$ cat config.mk
export PLATFORM = sky130hd
export DESIGN_NAME = waveform_gen_control
export DESIGN_NICKNAME = d
export VERILOG_FILES = /design/src/rtl/wave_pkg.sv /design/src/rtl/waveform_gen_control.sv
export VERILOG_INCLUDE_DIRS = /design/src /design/src/rtl
export SDC_FILE = /design/constraint.sdc
export NUM_CORES = 1
export LEC_CHECK = 0
export ABC_AREA = 1
export BUFFER_PORTS_ARGS = -buffer_cell sky130_fd_sc_hd__buf_2
export CORE_MARGIN = 1.5
export CORE_UTILIZATION = 51
export CTS_BUF_LIST = sky130_fd_sc_hd__clkbuf_8
export DETAILED_ROUTE_END_ITERATION = 8
export PLACE_DENSITY = 0.88
export SYNTH_ARGS = -nofsm -noshare
export SYNTH_HDL_FRONTEND = slang
export SYNTH_SLANG_ARGS = --single-unit
$ cat constraint.sdc
create_clock -name clk_i -period 2.58 [get_ports clk_i]
set_input_delay 0.516 -clock clk_i [delete_from_list [all_inputs] [get_ports clk_i]]
set_output_delay 0.516 -clock clk_i [all_outputs]
set_load 0.05 [all_outputs]
$ cat src/rtl/wave_defs.svh
`ifndef WAVE_DEFS_SVH
`define WAVE_DEFS_SVH

// Register byte addresses
`define ADDR_CONTROL_0 12'h000
`define ADDR_CONTROL_1 12'h004
`define ADDR_SOURCE_SEL 12'h008
`define ADDR_OVERRIDE 12'h00C
`define ADDR_STATUS 12'h010

// Control 0 fields
`define CTL0_EN_BIT 7
`define CTL0_LD_BIT 6
`define CTL0_MODE_LSB 0
`define CTL0_RESET 8'h00
`define CTL0_WMASK 8'hC7

// Other reset values
`define CTL1_RESET 8'h00
`define SRC_RESET 4'h0
`define OVR_RESET 8'h00
`define MODE_RESET 3'h0
`define WAVE_RESET 4'h0

// Source count
`define SRC_COUNT 14

`endif

$ cat src/rtl/wave_pkg.sv
package wave_pkg;
    typedef enum logic [2:0] {
        MODE_STEER = 3'h0,
        MODE_SYNC_STEER = 3'h1,
        MODE_FWD_FULL = 3'h2,
        MODE_REV_FULL = 3'h3,
        MODE_HALF = 3'h4,
        MODE_PUSH_PULL = 3'h5
    } out_mode_t;

    typedef struct packed {
        logic psel;
        logic penable;
        logic pwrite;
        logic [11:0] paddr;
        logic [31:0] pwdata;
    } apb_req_t;

    typedef struct packed {
        logic pready;
        logic pslverr;
        logic [31:0] prdata;
    } apb_rsp_t;
endpackage : wave_pkg

$ cat src/rtl/waveform_gen_control.sv
// The register addresses and the APB slave port were chosen for this implementation.
`timescale 1ns/1ps
`default_nettype none
`include "wave_defs.svh"

module waveform_gen_control
    import wave_pkg::*;
(
    // Clock and reset
    input wire logic clk_i,
    input wire logic reset_i,
    // APB slave
    input wire apb_req_t apb_i,
    output var apb_rsp_t apb_o,
    // Input sources
    input wire logic [13:0] sources_i,
    input wire logic shutdown_i,
    // Waveform outputs
    output var logic [3:0] wave_o,
    output var logic enabled_o
);

    // Registers are one byte wide; upper lanes read zero
    function automatic logic [31:0] zext8(input logic [7:0] v);
        zext8 = {24'h000000, v};
    endfunction : zext8

    // Register select, shared by every register
    function automatic logic addr_hit(
        input logic [11:0] addr,
        input logic [11:0] offset
    );
        addr_hit = (addr == offset);
    endfunction : addr_hit

    // Set polarity bit passes the level, cleared bit inverts it
    function automatic logic [3:0] apply_pol(
        input logic [3:0] level,
        input logic [3:0] pol
    );
        apply_pol = level ~^ pol;
    endfunction : apply_pol

    // Software-visible registers
    logic [7:0] ctl0_r;
    logic [7:0] ctl1_r;
    logic [3:0] src_sel_r;
    logic [7:0] ovr_r;

    // Active copies of the buffered settings
    logic [7:0] ctl1_act_r;
    logic [2:0] mode_act_r;

    // Input tracking and output state
    logic in_prev_r;
    logic dir_r;
    logic [3:0] wave_r;
    apb_rsp_t rsp_r;

    // Next values
    logic [7:0] ctl0_nxt;
    logic [7:0] ctl1_nxt;
    logic [3:0] src_sel_nxt;
    logic [7:0] ovr_nxt;
    logic [7:0] ctl1_act_nxt;
    logic [2:0] mode_act_nxt;
    logic dir_nxt;
    logic [3:0] wave_nxt;
    apb_rsp_t rsp_nxt;

    // Combinational helpers
    logic [3:0] raw;
    logic [7:0] rd_byte;

    // Bus phase decode
    wire access = apb_i.psel && apb_i.penable;
    wire first_acc = access && !rsp_r.pready;
    // Writes land on the pready edge only, so each access writes once
    wire wr_acc = access && rsp_r.pready && apb_i.pwrite;
    wire rd_acc = first_acc && !apb_i.pwrite;

    // Address decode
    wire hit_c0 = addr_hit(apb_i.paddr, `ADDR_CONTROL_0);
    wire hit_c1 = addr_hit(apb_i.paddr, `ADDR_CONTROL_1);
    wire hit_src = addr_hit(apb_i.paddr, `ADDR_SOURCE_SEL);
    wire hit_ovr = addr_hit(apb_i.paddr, `ADDR_OVERRIDE);
    wire hit_st = addr_hit(apb_i.paddr, `ADDR_STATUS);
    wire mapped = hit_c0 | hit_c1 | hit_src | hit_ovr | hit_st;

    // Write strobes; status is read only
    wire [7:0] wbyte = apb_i.pwdata[7:0];
    wire wr_c0 = wr_acc && hit_c0;
    wire wr_c1 = wr_acc && hit_c1;
    wire wr_src = wr_acc && hit_src;
    wire wr_ovr = wr_acc && hit_ovr;

    // Single source mux; codes 14 and 15 give a constant low
    wire src_ok = src_sel_r < 4'(`SRC_COUNT);
    wire in_sig = src_ok && sources_i[src_sel_r];
    wire in_rise = in_sig && !in_prev_r;
    wire in_fall = !in_sig && in_prev_r;
    wire in_edge = in_rise || in_fall;

    // Control fields
    wire en = ctl0_r[`CTL0_EN_BIT];
    wire ld = ctl0_r[`CTL0_LD_BIT];

    // Load bit accepted only if enable already set
    wire ld_set = wr_c0 && wbyte[`CTL0_LD_BIT] && en;
    wire ld_fire = ld && en && in_edge;

    // Control 0 next value; a set in the event cycle wins
    always_comb begin
        ctl0_nxt = ctl0_r;
        if (wr_c0) begin
            ctl0_nxt = wbyte & `CTL0_WMASK;
            ctl0_nxt[`CTL0_LD_BIT] = ld_set | ld;
        end
        if (ld_fire && !ld_set) begin
            ctl0_nxt[`CTL0_LD_BIT] = 1'b0;
        end
        if (!ctl0_nxt[`CTL0_EN_BIT]) begin
            ctl0_nxt[`CTL0_LD_BIT] = 1'b0;
        end
    end

    // Other register next values
    always_comb begin
        ctl1_nxt = ctl1_r;
        src_sel_nxt = src_sel_r;
        ovr_nxt = ovr_r;
        if (wr_c1) begin
            ctl1_nxt = wbyte;
        end
        if (wr_src) begin
            src_sel_nxt = wbyte[3:0];
        end
        if (wr_ovr) begin
            ovr_nxt = wbyte;
        end
    end

    // Buffers track the next values while off, so the enabling
    // write already brings its own mode; once on, only a load moves them
    always_comb begin
        ctl1_act_nxt = ctl1_act_r;
        mode_act_nxt = mode_act_r;
        if (!en || ld_fire) begin
            ctl1_act_nxt = ctl1_nxt;
            mode_act_nxt = ctl0_nxt[`CTL0_MODE_LSB +: 3];
        end
    end

    // Raw steering, before polarity
    always_comb begin
        raw = 4'h0;
        unique case (mode_act_r)
            MODE_STEER: begin
                raw = {4{in_sig}} & ctl1_act_r[7:4];
            end
            MODE_SYNC_STEER: begin
                raw = {4{in_sig}} & ctl1_act_r[7:4];
            end
            MODE_FWD_FULL: begin
                raw = {1'b0, in_sig, 1'b0, 1'b1};
            end
            MODE_REV_FULL: begin
                raw = {1'b1, 1'b0, in_sig, 1'b0};
            end
            MODE_HALF: begin
                raw = {2'h0, !in_sig, in_sig};
            end
            MODE_PUSH_PULL: begin
                raw = {2'h0, in_sig & dir_r, in_sig & !dir_r};
            end
            default: begin
                // Reserved codes hold every output inactive
                raw = 4'h0;
            end
        endcase
    end

    // Push-pull alternates on each input rising edge
    always_comb begin
        dir_nxt = dir_r;
        if (in_rise) begin
            dir_nxt = !dir_r;
        end
    end

    // Polarity on normal path only; override bypasses it
    wire [3:0] pol = ctl1_act_r[3:0];
    wire [3:0] shaped = apply_pol(raw, pol);
    wire [3:0] ovr_en = ovr_r[7:4] | {4{shutdown_i}};
    wire [3:0] ovr_lvl = ovr_r[3:0];

    // Disabled module shows the override levels
    always_comb begin
        wave_nxt = ovr_lvl;
        if (en) begin
            wave_nxt = (shaped & ~ovr_en) | (ovr_lvl & ovr_en);
        end
    end

    // Read mux; status shows the active mode
    always_comb begin
        rd_byte = 8'h00;
        if (hit_c0) begin
            rd_byte = ctl0_r;
        end else if (hit_c1) begin
            rd_byte = ctl1_r;
        end else if (hit_src) begin
            rd_byte = {4'h0, src_sel_r};
        end else if (hit_ovr) begin
            rd_byte = ovr_r;
        end else if (hit_st) begin
            rd_byte = {5'h00, mode_act_r};
        end
    end

    // One wait state: pready in the second access cycle
    always_comb begin
        rsp_nxt = '0;
        rsp_nxt.pready = first_acc;
        rsp_nxt.pslverr = first_acc && !mapped;
        if (rd_acc && mapped) begin
            rsp_nxt.prdata = zext8(rd_byte);
        end
    end

    // Register file
    always_ff @(posedge clk_i) begin
        if (reset_i) begin
            ctl0_r <= `CTL0_RESET;
            ctl1_r <= `CTL1_RESET;
            src_sel_r <= `SRC_RESET;
            ovr_r <= `OVR_RESET;
        end else begin
            ctl0_r <= ctl0_nxt;
            ctl1_r <= ctl1_nxt;
            src_sel_r <= src_sel_nxt;
            ovr_r <= ovr_nxt;
        end
    end

    // Buffered settings
    always_ff @(posedge clk_i) begin
        if (reset_i) begin
            ctl1_act_r <= `CTL1_RESET;
            mode_act_r <= `MODE_RESET;
        end else begin
            ctl1_act_r <= ctl1_act_nxt;
            mode_act_r <= mode_act_nxt;
        end
    end

    // Input history and outputs
    always_ff @(posedge clk_i) begin
        if (reset_i) begin
            in_prev_r <= 1'b0;
            dir_r <= 1'b0;
            wave_r <= `WAVE_RESET;
        end else begin
            in_prev_r <= in_sig;
            dir_r <= dir_nxt;
            wave_r <= wave_nxt;
        end
    end

    // Bus answer
    always_ff @(posedge clk_i) begin
        if (reset_i) begin
            rsp_r <= '0;
        end else begin
            rsp_r <= rsp_nxt;
        end
    end

    assign apb_o = rsp_r;
    assign wave_o = wave_r;
    assign enabled_o = ctl0_r[`CTL0_EN_BIT];

endmodule : waveform_gen_control
`default_nettype wire

==> metrics, run 1 <==
slowest stage cell, crit path dfxtp_2; Max Cap Viol 0; Slowest Stage Delay on Critical Path ~0.38 ns; Buf/Inv on CP 3; met3 usage between 3 and 4%; Post-synth EDFFs 0; Top delay family on crit path simple AND/OR/NAND/NOR gates; Layout Area Growth over Synthesis 12.2%; Ports roughly 100; worst slew pin tran around 0.56 ns; gpl congestion 0.943; initial antenna violation count 0; # H-tree levels 2; Tcrit/Tclk final around 90%; postcts setup bufs 0; Pre-Repair DR Iteration Count 5; share of cells above drive strength 1 a little under a fifth; DP HPWL 4840 um; largest net degree at the start of global routing 26; Fin Clk Skew between 0.007 and 0.008 ns; Die ar. between 0.005 and 0.006 mm2; endpoint type of the worst setup path flip-flop; ys flop type dfxtp_1; antenna violation net count after detailed routing 0; Nets ~510; PortBufs 54; Hold Vio Cnt, Final 0; Worst-path clk slew 0.09 ns; Synth top area share a little under two fifths; CP arrival 2.47 ns; PwrDens ~470 mW/mm2; 1st-iter DRT viols approximately 150; Sink Count 52; Reg2Reg Depth 14; status completed; Leakage Power 0.00163 uW; Remaining DRCs 0; cells along the critical path inv_1 > nand2_1 > nand3_1 > nand2_1 > nand2_1 > nand2_1 > nand2_1 > nand2_1 > ha_1 > o21ai_1 > buf_4 > nand2_1 > o211ai_1 > inv_1; Syn Inst Count 393; drt wl/cell around 12 um; CTS tree yes; Die H 76.5 um; Synth cell types 39; FILL cells about 480; Via-to-Cell Ratio roughly 5; first-pass GRT wire length approximately 11,000 um; Core Area between 0.005 and 0.006 mm2; fin util around 60%; FF-to-FF Start src_sel_r[0]; clk buf depth 2; crit-path max FO 10; total vias in the final route 2,569; worst vdd ir roughly 0.21 mV; overall routing resource usage between 20% and 30%; hold path start reset_i; cell area after synthesis ~0.0028 mm2; unrepaired setup endpoints after global routing false; Worst R2R End ctl1_act_r[3]; Seq cells post-synth between 50 and 60; synth top area cells dfxtp_1 (38%), inv_1 (9.8%), nand2_1 (9.5%), buf_4 (6.8%), nor2_1 (5.7%); register area share after synthesis between 30% and 40%; Post-synth ARST share 0%; TritonCTS Buffers 5; YS warnings 0; GR Util met2 between 30 and 40%; grt ovf 0; most common cell in the netlist inv_1; Slew HR a little over three fifths; area leader, netlist dfxtp_1; ANT cells 0; Max Freq around 0.44 GHz; r2r setup slk ~0.30 ns; fin crit period approximately 2.3 ns; CP Launch Type flip-flop; CP most frequent cell nand2_1; final-report setup violation count 0; Initial Utilization a little over half; Slew Limit Fails 0; vias in the first global route 2,353; met1 Use GR between 20% and 30%; Hold Path Class input port to flip-flop; Critical Path RT 2.78 ns; row count 26; setup_tns 0 ns; Setup Crit Path Kind flip-flop to flip-flop; GRT busiest layer met2; DRT Wirelength about 6300 um; Worst Hold Path EP apb_o[33]; Die X ~76 um; root buffer cell clkbuf_8; Avg Cell Area, Syn about 7 um2; hold path cells 2; Synth top cells by count inv_1 (72), nand2_1 (70), dfxtp_1 (52), nor2_1 (42), buf_4 (25); clk_lat worst skew roughly 0.31 ns
-- layout make-up --
cell class                 instances  area, um2  area share [%]
sequential                        52       1040            33.8
inverter                          76        287            9.28
tap                               70       87.6            2.84
multi-input combinational        255       1280            41.6
clock buffer                       6       82.6            2.67
clock inverter                     2       11.3           0.365
timing repair buffer              57        293            9.48
-- state kept, by name (all words and copies together) (netlist names) --
register and flops:
apb_o 10, ctl1_act_r 8, ctl1_r 8, ovr_r 8
ctl0_r 5, src_sel_r 4, wave_o 4, mode_act_r 3
dir_r 1, in_prev_r 1
-- through the flow --
stage	total power (uW)	hold slack [ns]	instances	instance area (um2)	setup WS, ns
2_1_floorplan	972	0.442	416	2840	0.357
3_3_place_gp	989	0.457	510	2990	0.285
3_5_place_dp	990	0.477	510	2990	0.242
4_1_cts	1450	0.410	518	3090	0.232
5_1_grt	1500	0.410	518	3090	0.124
6_report	1450	0.409	518	3090	0.304
-- worst max path at each step --
stage                 startpoint            end  depth (start not counted)
floorplan           sources_i[4]  ctl1_act_r[0]                         11
CTS                 src_sel_r[0]  ctl1_act_r[3]                         12
global placement    sources_i[4]  ctl1_act_r[1]                         12
detailed placement  sources_i[4]  ctl1_act_r[2]                         12
finish              src_sel_r[0]  ctl1_act_r[3]                         14
global route        src_sel_r[0]  ctl1_act_r[3]                         14
-- cell usage in the layout, fill, tap and decap left out, types with 2 or more instances in the layout --
master    synthesis  final
a211oi_1          2      2
a211oi_2          8      8
a21oi_1          13     13
a22oi_1           5      5
buf_2             1     54
buf_4            25      3
clkbuf_8          0      6
conb_1            1     24
dfxtp_1          52     51
inv_1            72     73
inv_2             3      3
nand2_1          70     70
nand3_1          20     20
nand4_1           4      4
nor2_1           42     42
nor2_2            2      2
nor3_1            4      4
o211ai_1         12     12
o21ai_0          18     17
o21ai_1          13     14
or2_2             2      2
-- logic make-up after synthesis --
group / after synthesis / share of synthesized area, %
other cells: 1 / 0.136
fa+ha+maj: 1 / 0.454
simple gates: 153 / 24.5
flops: 52 / 37.8
compound gates: 75 / 17.9
buf+inv: 109 / 18.6
xor+xnor: 2 / 0.636
-- what timing repair did --
action | in CTS | in global routing
hold buffers | 0 | 0
gates resized for setup | 0 | 1
endpoints found under the setup margin | 0 | 4
endpoints found under the hold margin | 0 | 0
-- routing by layer --
layer | wire, um | vias up | part of all wire, %
met5 | 0 | - | 0
met4 | 95 | 0 | 1.5
met3 | 473 | 16 | 7.5
met2 | 2930 | 119 | 47
met1 | 2770 | 1127 | 44
li1 | - | 1307 | -
-- report_power, final --
part,internal [uW],switching [uW]
clock,214,260
combinational,36.4,130
sequential,806,1.95
(Power assumes the default switching activity.)
==> run 2: changes to the inputs <==
--- a/config.mk
+++ b/config.mk
@@ -6,13 +6,12 @@
 export SDC_FILE = /design/constraint.sdc
 export NUM_CORES = 1
 export LEC_CHECK = 0
-export ABC_AREA = 1
 export BUFFER_PORTS_ARGS = -buffer_cell sky130_fd_sc_hd__buf_2
 export CORE_MARGIN = 1.5
-export CORE_UTILIZATION = 51
+export CORE_UTILIZATION = 50
 export CTS_BUF_LIST = sky130_fd_sc_hd__clkbuf_8
 export DETAILED_ROUTE_END_ITERATION = 8
-export PLACE_DENSITY = 0.88
+export PLACE_DENSITY = 0.82
 export SYNTH_ARGS = -nofsm -noshare
 export SYNTH_HDL_FRONTEND = slang
 export SYNTH_SLANG_ARGS = --single-unit
==> metrics, run 2 <==
status completed; crit-path max FO 14 (+4); Post-synth ARST share 0% (unchanged); PortBufs 54 (unchanged); grt ovf 0 (unchanged); gpl congestion 0.839 (-11%); fin util 59.3% (-0.82 points); # H-tree levels 2 (unchanged); worst slew pin tran 0.523 ns (-0.0325 ns); row count 26 (unchanged); NetSw 400 uW (+2.3%); Post-Synth Adder-Cell Area 0.471% (+0.017 points); largest family of logic cells by synthesized area simple AND/OR/NAND/NOR gates; Fin Clk Skew 0.00739 ns (+0.000257 ns); Compound-Gate Fraction of Synth Area 10.6% (-7.3 points); Nets 401 (-22%); Clock Power Share 37.5% (+4.8 points); first-pass GRT wire length 9130 um (-14%); 1st-iter DRT viols 174 (+18%); Leakage Power 0.00123 uW (-25%); Synth top cells by count nor2_1 (53), dfxtp_1 (52), mux2i_1 (31), buf_4 (24), a21oi_1 (13); Design Power 1560 uW (+7.9%); commonest cells after routing, fill and taps aside buf_2 (54), nor2_1 (53), dfxtp_1 (51); ys flop type dfxtp_1; Worst-path clk slew 0.09 ns (about the same); overall routing resource usage 21.5% (-0.99 points); TritonCTS Buffers 5 (unchanged); Core Area 0.00511 mm2 (-0.63%); cell area after synthesis 0.00265 mm2 (-3.6%); antenna violation net count after detailed routing 0 (unchanged); CTS tree yes; fin crit period 2.39 ns (+0.117 ns); XOR/XNOR Fraction of Synth Area 1.32% (+0.68 points); Slew HR 65.1% (+2.2 points); Max Freq 0.418 GHz (-4.9%); Cell Int Power 1160 uW (+10%); total vias in the final route 2,099 (-18%); FILL cells 462 (-3.5%); Initial Utilization 52.0% (-1.6 points); Critical Path RT 2.81 ns (+0.03 ns); clk_lat worst skew 0.32 ns (about the same); Hold Vio Cnt, Final 0 (unchanged); Syn Inst Count 283 (-28%); Slew Limit Fails 0 (unchanged); ANT cells 0 (unchanged); YS warnings 0 (unchanged); share of total power in sequential cells 51.7% (-4.1 points); synth top area cells dfxtp_1 (39%), mux2i_1 (12%), nor2_1 (7.5%), buf_4 (6.8%), mux4_2 (5.1%); endpoint type of the worst setup path flip-flop; mux cell area share after synthesis 17.6% (+18 points); Pre-Repair DR Iteration Count 4 (-1); Setup Crit Path Kind flip-flop to flip-flop; Die ar. 0.00575 mm2 (-1.6%); placed cell count 399 (-22%); Layout Area Growth over Synthesis 14.0%; Ports 103 (unchanged); Avg Cell Area, Syn 9.38 um2 (+34%); Remaining DRCs 0 (unchanged); root buffer cell clkbuf_8; cts hold-fix bufs 0 (unchanged); Max Cap Viol 0 (unchanged); Sink Count 52 (unchanged); max reg flops 10 (unchanged); drt wl/cell 13.6 um (+12%); Die H 75.9 um (-0.80%); largest net degree at the start of global routing 47 (+81%); setup_tns 0 ns (unchanged); Synth Area in Simple Gates 19.8% (-4.7 points); Via-to-Cell Ratio 5.16 (+4.0%); share of cells above drive strength 1 28.2% (+9.0 points); switching part of the total 25.6% (-1.4 points); power share of the combinational group 10.8% (-0.7 points); Synth top area share 39.2% (+1.4 points); Hold Path Class input port to flip-flop; area leader, netlist dfxtp_1; Hold WS 0.456 ns (+0.0469 ns); final cell count without fillers 407 (-21%); PwrDens 516 mW/mm2 (+10%); worst vdd ir 0.490 mV (+130%); DRT Wirelength 5530 um (-12%); DP HPWL 4080 um (-16%); Seq cells post-synth 52 (unchanged); postcts setup bufs 0 (unchanged); vias in the first global route 1,985 (-16%); commonest non-fill, non-tap cell in the layout buf_2; unrepaired setup endpoints after global routing false; Post-synth EDFFs 0 (unchanged); register area share after synthesis 39.2% (+1.4 points); Die X 75.9 um (-0.80%); clk buf depth 2 (unchanged); Synth cell types 46 (+18%); final-report setup violation count 0 (unchanged); most common cell in the netlist nor2_1; initial antenna violation count 0 (unchanged); number of cells upsized or downsized after cts 0 (unchanged); Tcrit/Tclk final 92.8% (+4.5 points); CP Launch Type flip-flop; CP arrival 2.62 ns (+0.15 ns)
==> run 2: metal layers <==
layer  up-vias  track usage, %  share of wire (%)
met2        66            36.4                 50
li1       1037               -                  -
met5         -               0                  0
met4         0            10.7                2.3
met3        12            4.37                5.1
met1       984            25.7                 43
==> run 2: power groups by stage <==
stage	combinational, uW	clock (uW)	sequential, uW
finish	169	586	808
global route	181	635	809
CTS	168	597	808
detailed placement	168	0	827
global placement	165	0	827
floorplan	149	0	831
==> run 2: worst paths after layout <==
| check | startpoint | slack, ns | cells after the start | endpoint |
|---|---|---|---|---|
| hold reg to reg | ctl0_r[6] | 0.52 | 2 | ctl0_r[6] |
| setup reg to reg | src_sel_r[0] | 0.19 | 8 | mode_act_r[2] |
| hold / removal | apb_i[5] | 0.46 | 3 | ovr_r[5] |
| setup / recovery | src_sel_r[0] | 0.19 | 8 | mode_act_r[2] |
==> run 2: cell type report <==
type	instances	area (um2)	area share, %
clock buffers	6	82.6	2.73
clock inverters	2	38.8	1.28
inverters	9	33.8	1.12
multi-input cells	206	1410	46.6
flip-flops and latches	52	1040	34.4
well taps	70	87.6	2.89
repair buffers	62	330	10.9
==> run 2: cell families (layout without fill, tap and decap cells) <==
group                    after synthesis  count (layout)
AND/OR/NAND/NOR                      101             101
flip-flops                            52              52
multiplexers                          39              39
other                                  1              24
buffers and inverters                 48              79
adder cells (fa/ha/maj)                1               1
XOR/XNOR                               4               4
AO/OA/AOI/OAI                         37              37
==> run 2: per-stage QoR <==
stage	worst slack, ns	instance area (um2)
6_report	0.187	3030
5_1_grt	0.0684	3030
4_1_cts	0.0712	3030
3_5_place_dp	0.0802	2900
3_3_place_gp	0.158	2900
2_1_floorplan	0.0687	2740
==> run 2: worst max-delay path, cell delays in order, from the launching register on <==
cell and delay (ns):
dfxtp_2 0.43, mux4_2 0.51, mux2i_1 0.17, a22oi_2 0.11, ha_1 0.33, o21ai_1 0.21, buf_4 0.25, nor2_1 0.07
a211oi_1 0.22
